===== config.mk =====
export PLATFORM = sky130hd
export DESIGN_NAME = pto_top
export DESIGN_NICKNAME = d
export VERILOG_FILES = /design/src/pto_pkg.sv /design/src/pto_chan_if.sv /design/src/pto_sync2.sv /design/src/pto_ramp_gen.sv /design/src/pto_top.sv
export VERILOG_INCLUDE_DIRS = /design/src
export SDC_FILE = /design/constraint.sdc
export NUM_CORES = 2
export LEC_CHECK = 0
export ABC_AREA = 1
export BUFFER_PORTS_ARGS = -buffer_cell sky130_fd_sc_hd__buf_2
export CAP_MARGIN = 30
export CORE_MARGIN = 2
export CORE_UTILIZATION = 55
export DETAILED_ROUTE_END_ITERATION = 16
export PLACE_DENSITY = 0.82
export SYNTH_ARGS = -nofsm -noshare
export SYNTH_HDL_FRONTEND = slang
export SYNTH_SLANG_ARGS = --single-unit

===== constraint.sdc =====
create_clock -name clock -period 17.1 [get_ports clock]
set_clock_uncertainty 0.05 [all_clocks]
set_input_delay 2.565 -clock clock [delete_from_list [all_inputs] [get_ports clock]]
set_output_delay 2.565 -clock clock [all_outputs]
set_load 0.02 [all_outputs]

===== src/pto_map.svh =====
`ifndef PTO_MAP_SVH
`define PTO_MAP_SVH

// Register byte offsets
`define PTO_OFF_CTRL       8'h00
`define PTO_OFF_STATUS     8'h04
`define PTO_OFF_TGT0       8'h08
`define PTO_OFF_NUM0       8'h0C
`define PTO_OFF_TGT1       8'h10
`define PTO_OFF_NUM1       8'h14
`define PTO_OFF_EXTRA      8'h18
`define PTO_OFF_CNTA_LO    8'h1C
`define PTO_OFF_CNTA_HI    8'h20
`define PTO_OFF_CNTB_LO    8'h24
`define PTO_OFF_CNTB_HI    8'h28
`define PTO_OFF_SE0        8'h2C
`define PTO_OFF_RAMP0      8'h30
`define PTO_OFF_DEC0       8'h34
`define PTO_OFF_DEC1       8'h38
`define PTO_OFF_SE1        8'h3C
`define PTO_OFF_RAMP1      8'h40

// Control register bit positions
`define PTO_CB_START0      0
`define PTO_CB_START1      1
`define PTO_CB_STOP0       2
`define PTO_CB_STOP1       3
`define PTO_CB_DIR0        4
`define PTO_CB_DIR1        5
`define PTO_CB_SEP0        6
`define PTO_CB_SEP1        7
`define PTO_CB_EXTRA_EN    8
`define PTO_CB_HOME0       9
`define PTO_CB_RESTART     10

// Reset values
`define PTO_RST_FREQ       16'h0064
`define PTO_RST_TIME       16'h0064
`define PTO_RST_EXTRA      16'h0000
`define PTO_RST_COUNT      32'h0000_0000

// Timing: ramp times count in milliseconds
`define PTO_CLK_NS         25
`define PTO_TICK_MS        1
`define PTO_CYC_PER_MS     ((`PTO_TICK_MS * 1000000) / `PTO_CLK_NS)

`endif


===== src/pto_pkg.sv =====
package pto_pkg;

    typedef enum logic [1:0] {PH_IDLE, PH_ACCEL, PH_CRUISE, PH_DECEL} pto_phase_t;

    typedef struct packed {
        pto_phase_t  phase;
        logic [15:0] freq;
        logic [31:0] err;
        logic [31:0] acc;
        logic [31:0] left;
        logic [31:0] up;
        logic        lvl;
        logic        step;
        logic        home_wait;
    } pto_gen_st_t;

    typedef struct packed {
        logic [7:0]  addr;
        logic        hit;
        logic        wr_pend;
        logic        rd_pend;
        logic [31:0] rdata;
        logic        ready;
        logic [5:0]  flags;
        logic [3:0]  cmd;
        logic [15:0] tgt0;
        logic [15:0] tgt1;
        logic [31:0] num0;
        logic [31:0] num1;
        logic [15:0] extra;
        logic [15:0] se0;
        logic [15:0] ramp0;
        logic [15:0] dec0;
        logic [15:0] dec1;
        logic [15:0] se1;
        logic [15:0] ramp1;
        logic [31:0] cnt_a;
        logic [31:0] cnt_b;
        logic [3:0]  pins;
        logic        z_prev;
        logic        z_edge;
    } pto_top_st_t;

endpackage


===== src/pto_chan_if.sv =====
`timescale 1ns/1ps
interface pto_chan_if;
    logic        start;
    logic        stop;
    logic        home_mode;
    logic        z_edge;
    logic        extra_en;
    logic [15:0] start_freq;
    logic [15:0] target_freq;
    logic [15:0] ramp_ms;
    logic [15:0] decel_ms;
    logic [15:0] extra_cnt;
    logic [31:0] pulses;
    logic        lvl;
    logic        step;
    logic        busy;

    modport gen (
        input  start, stop, home_mode, z_edge, extra_en, start_freq, target_freq,
        input  ramp_ms, decel_ms, extra_cnt, pulses,
        output lvl, step, busy
    );
    modport ctl (
        output start, stop, home_mode, z_edge, extra_en, start_freq, target_freq,
        output ramp_ms, decel_ms, extra_cnt, pulses,
        input  lvl, step, busy
    );
endinterface


===== src/pto_sync2.sv =====
`timescale 1ns/1ps
module pto_sync2
(
    // Clock and reset
    input  wire logic clock,
    input  wire logic srst,
    // Asynchronous level in, synchronised level out
    input  wire logic async_in,
    output logic      sync_out
);
    logic [1:0] stage_reg;
    logic [1:0] stage_next;

    // Second stage alone reads the first
    always_comb
    begin
        stage_next = {stage_reg[0], async_in};
    end

    always_ff @(posedge clock)
    begin
        if (srst)
            stage_reg <= 2'h0;
        else
            stage_reg <= stage_next;
    end

    assign sync_out = stage_reg[1];
endmodule


===== src/pto_ramp_gen.sv =====
`timescale 1ns/1ps
`include "pto_map.svh"
module pto_ramp_gen
    import pto_pkg::*;
#(
    parameter int unsigned CYC_PER_MS = `PTO_CYC_PER_MS
)
(
    // Clock and reset
    input  wire logic  clock,
    input  wire logic  srst,
    // Channel settings and status
    pto_chan_if.gen    ch
);
    localparam logic [31:0] HZ  = 32'(CYC_PER_MS * 1000);
    localparam logic [31:0] CYC = 32'(CYC_PER_MS);

    pto_gen_st_t r;
    pto_gen_st_t n;
    logic [31:0] t_up;
    logic [31:0] t_dn;
    logic [31:0] acc_sum;
    logic [31:0] err_sum;
    logic [15:0] dfreq;

    ////////////////////////////////////////////////////////////////////////////
    // Phase accumulator toggles the line at twice the current frequency;
    // Bresenham error term steps the frequency by one Hz, so the slope is
    // linear but limited to one Hz per clock
    always_comb
    begin
        n       = r;
        n.step  = 1'b0;
        t_up    = 32'(ch.ramp_ms) * CYC;
        t_dn    = 32'(ch.decel_ms) * CYC;
        dfreq   = (ch.target_freq > ch.start_freq) ? 16'(ch.target_freq - ch.start_freq)
                                                   : 16'h0000;
        acc_sum = r.acc + {15'h0000, r.freq, 1'b0};
        err_sum = r.err + {16'h0000, dfreq};
        case (r.phase)
            PH_IDLE:
            begin
                if (ch.start && (ch.pulses != 32'h0000_0000 || ch.home_mode))
                begin
                    n.phase     = PH_ACCEL;
                    n.freq      = ch.start_freq;
                    n.left      = ch.pulses;
                    n.up        = 32'h0000_0000;
                    n.err       = 32'h0000_0000;
                    n.acc       = 32'h0000_0000;
                    n.lvl       = 1'b0;
                    n.home_wait = ch.home_mode;
                end
            end
            default:
            begin
                // Pulse edges
                if (acc_sum >= HZ)
                begin
                    n.acc = acc_sum - HZ;
                    if (r.lvl)
                        n.lvl = 1'b0;
                    else if (r.home_wait || r.left != 32'h0000_0000)
                    begin
                        n.lvl  = 1'b1;
                        n.step = 1'b1;
                        if (!r.home_wait)
                            n.left = r.left - 32'h0000_0001;
                        if (r.phase == PH_ACCEL)
                            n.up = r.up + 32'h0000_0001;
                    end
                end
                else
                    n.acc = acc_sum;
                // Linear ramp up and down
                if (r.phase == PH_ACCEL)
                begin
                    if (r.freq >= ch.target_freq)
                    begin
                        n.phase = PH_CRUISE;
                        n.err   = 32'h0000_0000;
                    end
                    else if (err_sum >= t_up)
                    begin
                        n.freq = r.freq + 16'h0001;
                        n.err  = err_sum - t_up;
                    end
                    else
                        n.err = err_sum;
                end
                else if (r.phase == PH_DECEL && r.freq > ch.start_freq)
                begin
                    if (err_sum >= t_dn)
                    begin
                        n.freq = r.freq - 16'h0001;
                        n.err  = err_sum - t_dn;
                    end
                    else
                        n.err = err_sum;
                end
                // Symmetric guess: brake once remaining is no more than pulses spent ramping
                if (!r.home_wait && r.phase != PH_DECEL && r.left <= r.up)
                begin
                    n.phase = PH_DECEL;
                    n.err   = 32'h0000_0000;
                end
                // Marker found: emit the extra pulses only when enabled
                if (r.home_wait && ch.z_edge)
                begin
                    n.home_wait = 1'b0;
                    n.left      = ch.extra_en ? {16'h0000, ch.extra_cnt}
                                              : 32'h0000_0000;
                    n.up        = 32'h0000_0000;
                end
                if ((!r.home_wait && r.left == 32'h0000_0000 && !r.lvl) || ch.stop)
                begin
                    n.phase = PH_IDLE;
                    n.lvl   = 1'b0;
                end
            end
        endcase
    end

    always_ff @(posedge clock)
    begin
        if (srst)
        begin
            r       <= '0;
            r.phase <= PH_IDLE;
        end
        else
            r <= n;
    end

    assign ch.lvl  = r.lvl;
    assign ch.step = r.step;
    assign ch.busy = (r.phase != PH_IDLE);
endmodule


===== src/pto_top.sv =====
// Design decisions made here: the register addresses and register access over AHB-Lite.
`timescale 1ns/1ps
`include "pto_map.svh"
// Functional notes
// - Channel two out-A pulse count, 32 bits, survives restart
// - Channel two out-B pulse count, 32 bits, restart clears
// - Channel one start/end frequency, default 100
// - Channel one ramp time, default 100
// - Channel one separate decel time when flagged
// - Channel two separate decel time when flagged
// - Channel two start/end frequency, default 100
// - Extra home pulses only while enable set
// - Channel two ramp time, default 100
module pto_top
    import pto_pkg::*;
#(
    parameter int unsigned CYC_PER_MS = `PTO_CYC_PER_MS
)
(
    // Clock and reset
    input  wire logic        clock,
    input  wire logic        srst,
    // AHB-Lite slave
    input  wire logic        hsel,
    input  wire logic [31:0] haddr,
    input  wire logic [1:0]  htrans,
    input  wire logic        hwrite,
    input  wire logic [2:0]  hsize,
    input  wire logic [31:0] hwdata,
    input  wire logic        hready,
    output logic             hreadyout,
    output logic [31:0]      hrdata,
    output logic             hresp,
    // Drive side
    input  wire logic        home_z_phase,
    output logic             first_chan_out_a,
    output logic             first_chan_out_b,
    output logic             second_chan_out_a,
    output logic             second_chan_out_b
);
    pto_top_st_t r;
    pto_top_st_t n;

    // Combinational helpers
    logic        z_sync;
    logic        wr_ctrl;
    logic        restart;
    logic [31:0] base_a;
    logic [31:0] base_b;
    logic [31:0] rd_word;
    logic [31:0] inc_a;
    logic [31:0] inc_b;

    // Control flag views
    logic        dir0;
    logic        dir1;
    logic        sep0;
    logic        sep1;

    pto_chan_if ch0();
    pto_chan_if ch1();

    ////////////////////////////////////////////////////////////////////////////
    // Marker input from the drive crosses into the clock domain first
    pto_sync2 u_zsync (
        .clock    (clock),
        .srst     (srst),
        .async_in (home_z_phase),
        .sync_out (z_sync)
    );

    ////////////////////////////////////////////////////////////////////////////
    // Channel generators
    pto_ramp_gen #(.CYC_PER_MS(CYC_PER_MS)) u_gen0 (
        .clock (clock),
        .srst  (srst),
        .ch    (ch0.gen)
    );

    pto_ramp_gen #(.CYC_PER_MS(CYC_PER_MS)) u_gen1 (
        .clock (clock),
        .srst  (srst),
        .ch    (ch1.gen)
    );

    // Settings into the generators
    assign dir0 = r.flags[0];
    assign dir1 = r.flags[1];

    assign sep0 = r.flags[2];
    assign sep1 = r.flags[3];

    // First channel settings
    assign ch0.start       = r.cmd[0];
    assign ch0.stop        = r.cmd[2];
    assign ch0.home_mode   = r.flags[5];
    assign ch0.z_edge      = r.z_edge;
    assign ch0.extra_en    = r.flags[4];
    assign ch0.extra_cnt   = r.extra;

    assign ch0.start_freq  = r.se0;
    assign ch0.target_freq = r.tgt0;
    assign ch0.ramp_ms     = r.ramp0;
    assign ch0.decel_ms    = sep0 ? r.dec0 : r.ramp0;
    assign ch0.pulses      = r.num0;

    // Second channel: no home search
    assign ch1.start       = r.cmd[1];
    assign ch1.stop        = r.cmd[3];
    assign ch1.home_mode   = 1'b0;
    assign ch1.z_edge      = 1'b0;
    assign ch1.extra_en    = 1'b0;
    assign ch1.extra_cnt   = 16'h0000;

    assign ch1.start_freq  = r.se1;
    assign ch1.target_freq = r.tgt1;
    assign ch1.ramp_ms     = r.ramp1;
    assign ch1.decel_ms    = sep1 ? r.dec1 : r.ramp1;
    assign ch1.pulses      = r.num1;

    ////////////////////////////////////////////////////////////////////////////
    // Read multiplexer; narrow registers read zero above bit 15
    always_comb
    begin
        rd_word = 32'h0000_0000;

        case (r.addr)
            `PTO_OFF_CTRL:
            begin
                rd_word[`PTO_CB_DIR0]     = r.flags[0];
                rd_word[`PTO_CB_DIR1]     = r.flags[1];
                rd_word[`PTO_CB_SEP0]     = r.flags[2];
                rd_word[`PTO_CB_SEP1]     = r.flags[3];
                rd_word[`PTO_CB_EXTRA_EN] = r.flags[4];
                rd_word[`PTO_CB_HOME0]    = r.flags[5];
            end
            `PTO_OFF_STATUS:  rd_word = {29'h0000_0000, z_sync, ch1.busy, ch0.busy};

            `PTO_OFF_TGT0:    rd_word = {16'h0000, r.tgt0};
            `PTO_OFF_NUM0:    rd_word = r.num0;
            `PTO_OFF_TGT1:    rd_word = {16'h0000, r.tgt1};
            `PTO_OFF_NUM1:    rd_word = r.num1;

            `PTO_OFF_EXTRA:   rd_word = {16'h0000, r.extra};

            `PTO_OFF_CNTA_LO: rd_word = {16'h0000, r.cnt_a[15:0]};
            `PTO_OFF_CNTA_HI: rd_word = {16'h0000, r.cnt_a[31:16]};

            `PTO_OFF_CNTB_LO: rd_word = {16'h0000, r.cnt_b[15:0]};
            `PTO_OFF_CNTB_HI: rd_word = {16'h0000, r.cnt_b[31:16]};

            `PTO_OFF_SE0:     rd_word = {16'h0000, r.se0};
            `PTO_OFF_RAMP0:   rd_word = {16'h0000, r.ramp0};
            `PTO_OFF_DEC0:    rd_word = {16'h0000, r.dec0};
            `PTO_OFF_DEC1:    rd_word = {16'h0000, r.dec1};
            `PTO_OFF_SE1:     rd_word = {16'h0000, r.se1};
            `PTO_OFF_RAMP1:   rd_word = {16'h0000, r.ramp1};
            default:          rd_word = 32'h0000_0000;
        endcase
        // Misaligned or out of range
        if (!r.hit)
            rd_word = 32'h0000_0000;
    end

    ////////////////////////////////////////////////////////////////////////////
    // Bus slave, register writes, pulse counters and output pins.
    // Reads take one wait state so a write in the previous data phase is
    // already visible; writes complete with no wait.
    always_comb
    begin
        n        = r;
        // Command strobes last one cycle
        n.cmd    = 4'h0;
        // Marker edge for the home search
        n.z_prev = z_sync;
        n.z_edge = z_sync && !r.z_prev;

        wr_ctrl  = r.wr_pend && r.hit && (r.addr == `PTO_OFF_CTRL);
        restart  = wr_ctrl && hwdata[`PTO_CB_RESTART];
        // Count pulses by direction
        inc_a    = (ch1.step && !dir1) ? 32'h0000_0001 : 32'h0000_0000;
        inc_b    = (ch1.step && dir1) ? 32'h0000_0001 : 32'h0000_0000;
        base_a   = r.cnt_a;
        base_b   = r.cnt_b;

        // Address phase
        n.wr_pend = 1'b0;
        n.rd_pend = 1'b0;

        if (r.rd_pend)
        begin
            n.rdata = rd_word;
            n.ready = 1'b1;
        end
        else if (hsel && hready && htrans[1])
        begin
            n.addr    = haddr[7:0];
            n.hit     = (haddr[31:8] == 24'h00_0000) && (haddr[1:0] == 2'h0);
            n.wr_pend = hwrite;
            n.rd_pend = !hwrite;
            n.ready   = hwrite;
        end

        // Data phase of a write
        if (r.wr_pend && r.hit)
        begin
            case (r.addr)
                `PTO_OFF_CTRL:
                begin
                    n.cmd   = {hwdata[`PTO_CB_STOP1], hwdata[`PTO_CB_STOP0],
                               hwdata[`PTO_CB_START1], hwdata[`PTO_CB_START0]};
                    n.flags = {hwdata[`PTO_CB_HOME0], hwdata[`PTO_CB_EXTRA_EN],
                               hwdata[`PTO_CB_SEP1], hwdata[`PTO_CB_SEP0],
                               hwdata[`PTO_CB_DIR1], hwdata[`PTO_CB_DIR0]};
                end

                `PTO_OFF_TGT0:    n.tgt0  = hwdata[15:0];
                `PTO_OFF_NUM0:    n.num0  = hwdata;
                `PTO_OFF_TGT1:    n.tgt1  = hwdata[15:0];
                `PTO_OFF_NUM1:    n.num1  = hwdata;

                `PTO_OFF_EXTRA:   n.extra = hwdata[15:0];

                `PTO_OFF_CNTA_LO: base_a[15:0]  = hwdata[15:0];
                `PTO_OFF_CNTA_HI: base_a[31:16] = hwdata[15:0];

                `PTO_OFF_CNTB_LO: base_b[15:0]  = hwdata[15:0];
                `PTO_OFF_CNTB_HI: base_b[31:16] = hwdata[15:0];

                `PTO_OFF_SE0:     n.se0   = hwdata[15:0];
                `PTO_OFF_RAMP0:   n.ramp0 = hwdata[15:0];
                `PTO_OFF_DEC0:    n.dec0  = hwdata[15:0];
                `PTO_OFF_DEC1:    n.dec1  = hwdata[15:0];
                `PTO_OFF_SE1:     n.se1   = hwdata[15:0];
                `PTO_OFF_RAMP1:   n.ramp1 = hwdata[15:0];
                default:          n.cmd   = 4'h0;
            endcase
        end

        // A pulse landing in the write cycle adds onto the written value
        n.cnt_a = base_a + inc_a;
        n.cnt_b = base_b + inc_b;

        // Software restart stands in for a power cycle: only the out-A count
        // is kept, everything unlatched goes back to its default
        if (restart)
        begin
            n.cmd   = 4'b1100;
            n.flags = 6'h00;
            n.num0  = 32'h0000_0000;
            n.num1  = 32'h0000_0000;
            n.tgt0  = 16'h0000;
            n.tgt1  = 16'h0000;

            n.extra = `PTO_RST_EXTRA;
            n.cnt_b = `PTO_RST_COUNT;

            n.se0   = `PTO_RST_FREQ;
            n.ramp0 = `PTO_RST_TIME;
            n.dec0  = `PTO_RST_TIME;
            n.dec1  = `PTO_RST_TIME;
            n.se1   = `PTO_RST_FREQ;
            n.ramp1 = `PTO_RST_TIME;
        end

        // Pins: channel line on A for forward, on B for reverse
        n.pins = {ch1.lvl && dir1, ch1.lvl && !dir1, ch0.lvl && dir0, ch0.lvl && !dir0};
    end

    ////////////////////////////////////////////////////////////////////////////
    // State register
    always_ff @(posedge clock)
    begin
        if (srst)
        begin
            r       <= '0;
            r.ready <= 1'b1;

            r.extra <= `PTO_RST_EXTRA;
            r.cnt_a <= `PTO_RST_COUNT;
            r.cnt_b <= `PTO_RST_COUNT;

            r.se0   <= `PTO_RST_FREQ;
            r.ramp0 <= `PTO_RST_TIME;
            r.dec0  <= `PTO_RST_TIME;
            r.dec1  <= `PTO_RST_TIME;
            r.se1   <= `PTO_RST_FREQ;
            r.ramp1 <= `PTO_RST_TIME;
        end
        else
            r <= n;
    end

    // Outputs from flip-flops, except hresp which is tied low
    assign hreadyout         = r.ready;
    assign hrdata            = r.rdata;
    assign hresp             = 1'b0;

    assign first_chan_out_a  = r.pins[0];
    assign first_chan_out_b  = r.pins[1];
    assign second_chan_out_a = r.pins[2];
    assign second_chan_out_b = r.pins[3];

endmodule


==> results.toml <==
[hold_path]
min_path_cells = 1
hp-class = "flop to flop"
hp-start = "r[1]$_SDFF_PP0_"
min_to = "ch0.z_edge$_SDFF_PP0_"

[die]
fp-row-count = 122
die_x_um = 337
core_region_area_um2 = 110000
dieArea_um2 = 114000
ios = 113
start_util_pct = 55.3
chipHeight_um = 337

[synth]
ys_top_cells_by_count = "nand2_1 (2361), inv_1 (1220), a21oi_1 (832), nor2_1 (831), ha_1 (643)"
syn_nets = 10200
syn_area_um2 = 61000
synth.distinct_cells = 79
syn_avg_cell_area_um2 = 6.56
yosys_warnings = 0
synthTopCellsByArea = "dfxtp_1 (21%), nand2_1 (15%), ha_1 (13%)"
synth_edf_count = 0
synth_seq_area_share_pct = 20.6
synth_cells = 9299
yosysTopAreaCell = "dfxtp_1"
yosysMostFrequentCell = "nand2_1"
ys_async_sr_fraction_pct = 0
synth_seq_cells = 628
synth_ff_type = "dfxtp_1"
synthDominantCellAreaShare_pct = 20.6

[pwr]
powerDensity_nw_per_um2 = 126
ir_drop_mv = 0.164
switching_share_pct = 48.9
clkPwrFrac_pct = 22.4
power.internal_mw = 4.21
power_switching_mw = 4.02
pwr-share-comb_pct = 55.1
p_seq_share_pct = 22.5
p_leak_nw = 31.7

[sta]
max_slew.worst_pin.slew_ns = 1.13
layout_worst_path_cycle_share_pct = 57.9
setup-violations-final = 0
period_minus_slack_ns = 9.90
finalMaxSlewViolations = 0
max_freq_mhz = 101
slew_headroom_pct = 24.2
finalSetupTns_ns = 0
hold_ws_ns = 0.354
hold_viol = 0
rsz0062_at_grt = "no"

[global_routing]
use_met3_pct = 7.07
grt_max_degree = 224
grt_first_pass_wirelength_um = 313000
grt_pass1_vias = 58300
use_met2_pct = 54.3
track_usage_pct = 34.4
grt_busiest_layer = "met2"
gr-usage-met1_pct = 44.8
grt_overflow = 0
antenna_found_initial = 7

[job]
drv_cap = 0

[critical_path]
critPathKind = "flop to flop"
r2r-start = "r[284]$_SDFFE_PP0P_"
critical_path_peak_fanout = 31
max_stage_delay_ns = 0.99
start_kind = "flop"
cp.arrival_ns = 10.38
critical_path_required_ns = 17.57
cpMostUsedCell = "nand2_1"
r2r_slack_ns = 7.20
r2r_end = "u_gen0.r[139]$_SDFFE_PP0P_"
end_kind = "flop"
ff2ff_path_depth = 40
cp_slowest_cell = "dfxtp_1"

[layout]
instances_no_fill = 10800
top_regs = "u_gen0.r (146), u_gen1.r (145), r (110)"
area_growth_pct = 6.94
layout-drive-gt1-share_pct = 5.85
nNetsFinal = 10100
largest_register_ffs = 146
largest_register = "u_gen0.r"

[clock_tree]
max-clock-path-buffers = 3
numCtsBuffers = 76
cts_setup_buffers = 0
root_buffer = "clkbuf_16"
hold_buffers = 0
clock_latency_ns = 0.69
cts.repair.resized = 0
cts_tree = "yes"
clock-sinks = 628
clk_pin_slew_ns = 0.07
htreeDepth = 3

[drt]
wl_per_cell_um = 18.6
vias_per_cell = 5.82
drtPass1Iterations = 7
final_antenna_net_count = 0
drt_iter0_drc = 7086
drc = 0
wirelength_um = 200000
vias = 62700

[place]
hpwl_um = 152000
port_buffers = 107
place_inst = 10600
place.gp.congestion = 1.04

[outcome]
status = "finished, final reports clean"
layout make-up:
type / instances / area (um^2)
Sequential cell: 628 / 12600
Clock buffer: 97 / 2110
Multi-Input combinational cell: 7066 / 42000
Timing Repair Buffer: 175 / 1170
Clock inverter: 42 / 699
Fill cell: 10400 / 45100
Tap cell: 1488 / 1860
Inverter: 1269 / 4770
Antenna cell: 3 / 7.51
per-layer routing:
metal	part of all wire (%)	up-vias	wire, um
met2	43	2849	87000
met1	41	28900	81700
met4	5.3	10	10700
li1	-	30300	-
met3	10	627	20600
met5	0.032	-	64
cell families (layout without fill, tap and decap cells):
family	after synthesis	in the layout	share of synthesized area, %
AOI/OAI and AO/OA	1590	1590	14.9
DFF	628	628	20.6
adders and majority gates	795	795	18.2
buffers and inverters	1605	1583	10.6
other	1	4	0.00615
muxes	2	2	0.0328
and+or+nand+nor	4325	4325	30.5
xor gates and xnor gates	353	353	5.22
power by group through the flow:
stage	Sequential, mW	Combinational, mW	Clock [mW]
finish	1.85	4.54	1.84
global route	1.87	5.06	1.91
CTS	1.84	4.45	1.85
detailed placement	1.87	4.41	0
global placement	1.87	4.26	0
floorplan	1.80	3.47	0
worst max-delay path: cells and delay by family, from the launching register on:
family                   cells  cell delay, ns
flip-flops                   1            0.99
adder cells (fa/ha/maj)      6            2.27
XOR/XNOR                     1            0.14
buffers and inverters        6            1.07
AND/OR/NAND/NOR             18            3.14
AO/OA/AOI/OAI                9            2.02
worst max-delay path by stage:
stage / startpoint / end / slack [ns] / cells after the start
2_1_floorplan: r[284]$_SDFFE_PP0P_ / u_gen0.r[140]$_SDFFE_PP0P_ / 9.95 / 44
3_3_place_gp: r[284]$_SDFFE_PP0P_ / u_gen0.r[135]$_SDFFE_PP0P_ / 7.59 / 40
3_5_place_dp: r[284]$_SDFFE_PP0P_ / u_gen0.r[139]$_SDFFE_PP0P_ / 7.40 / 40
4_1_cts: r[284]$_SDFFE_PP0P_ / u_gen0.r[139]$_SDFFE_PP0P_ / 7.37 / 40
5_1_grt: r[284]$_SDFFE_PP0P_ / u_gen0.r[132]$_SDFFE_PP0P_ / 6.44 / 40
6_report: r[284]$_SDFFE_PP0P_ / u_gen0.r[139]$_SDFFE_PP0P_ / 7.20 / 40
through the flow:
step	power, mW	utilization [%]	cell area, um^2	worst slack (ns)
detailed placement	6.28	56.5	62400	7.40
floorplan	5.27	-	61000	9.95
CTS	8.14	59.1	65200	7.37
global route	8.84	59.1	65200	6.44
global placement	6.13	56.4	62200	7.59
finish	8.23	59.1	65200	7.20
cells in the final DEF, fill, tap and decap left out, types with 64 or more instances in the layout:
cell       instances
nand2_1         2361
inv_1           1219
a21oi_1          832
nor2_1           823
ha_1             643
dfxtp_1          628
nand3_1          550
o21ai_0          315
xor2_1           230
fa_1             152
nand4_1          144
nor3_1           137
xnor2_1          112
buf_2            108
clkbuf_16         77
nor4_1            64
Power figures use the tool's default switching activity.
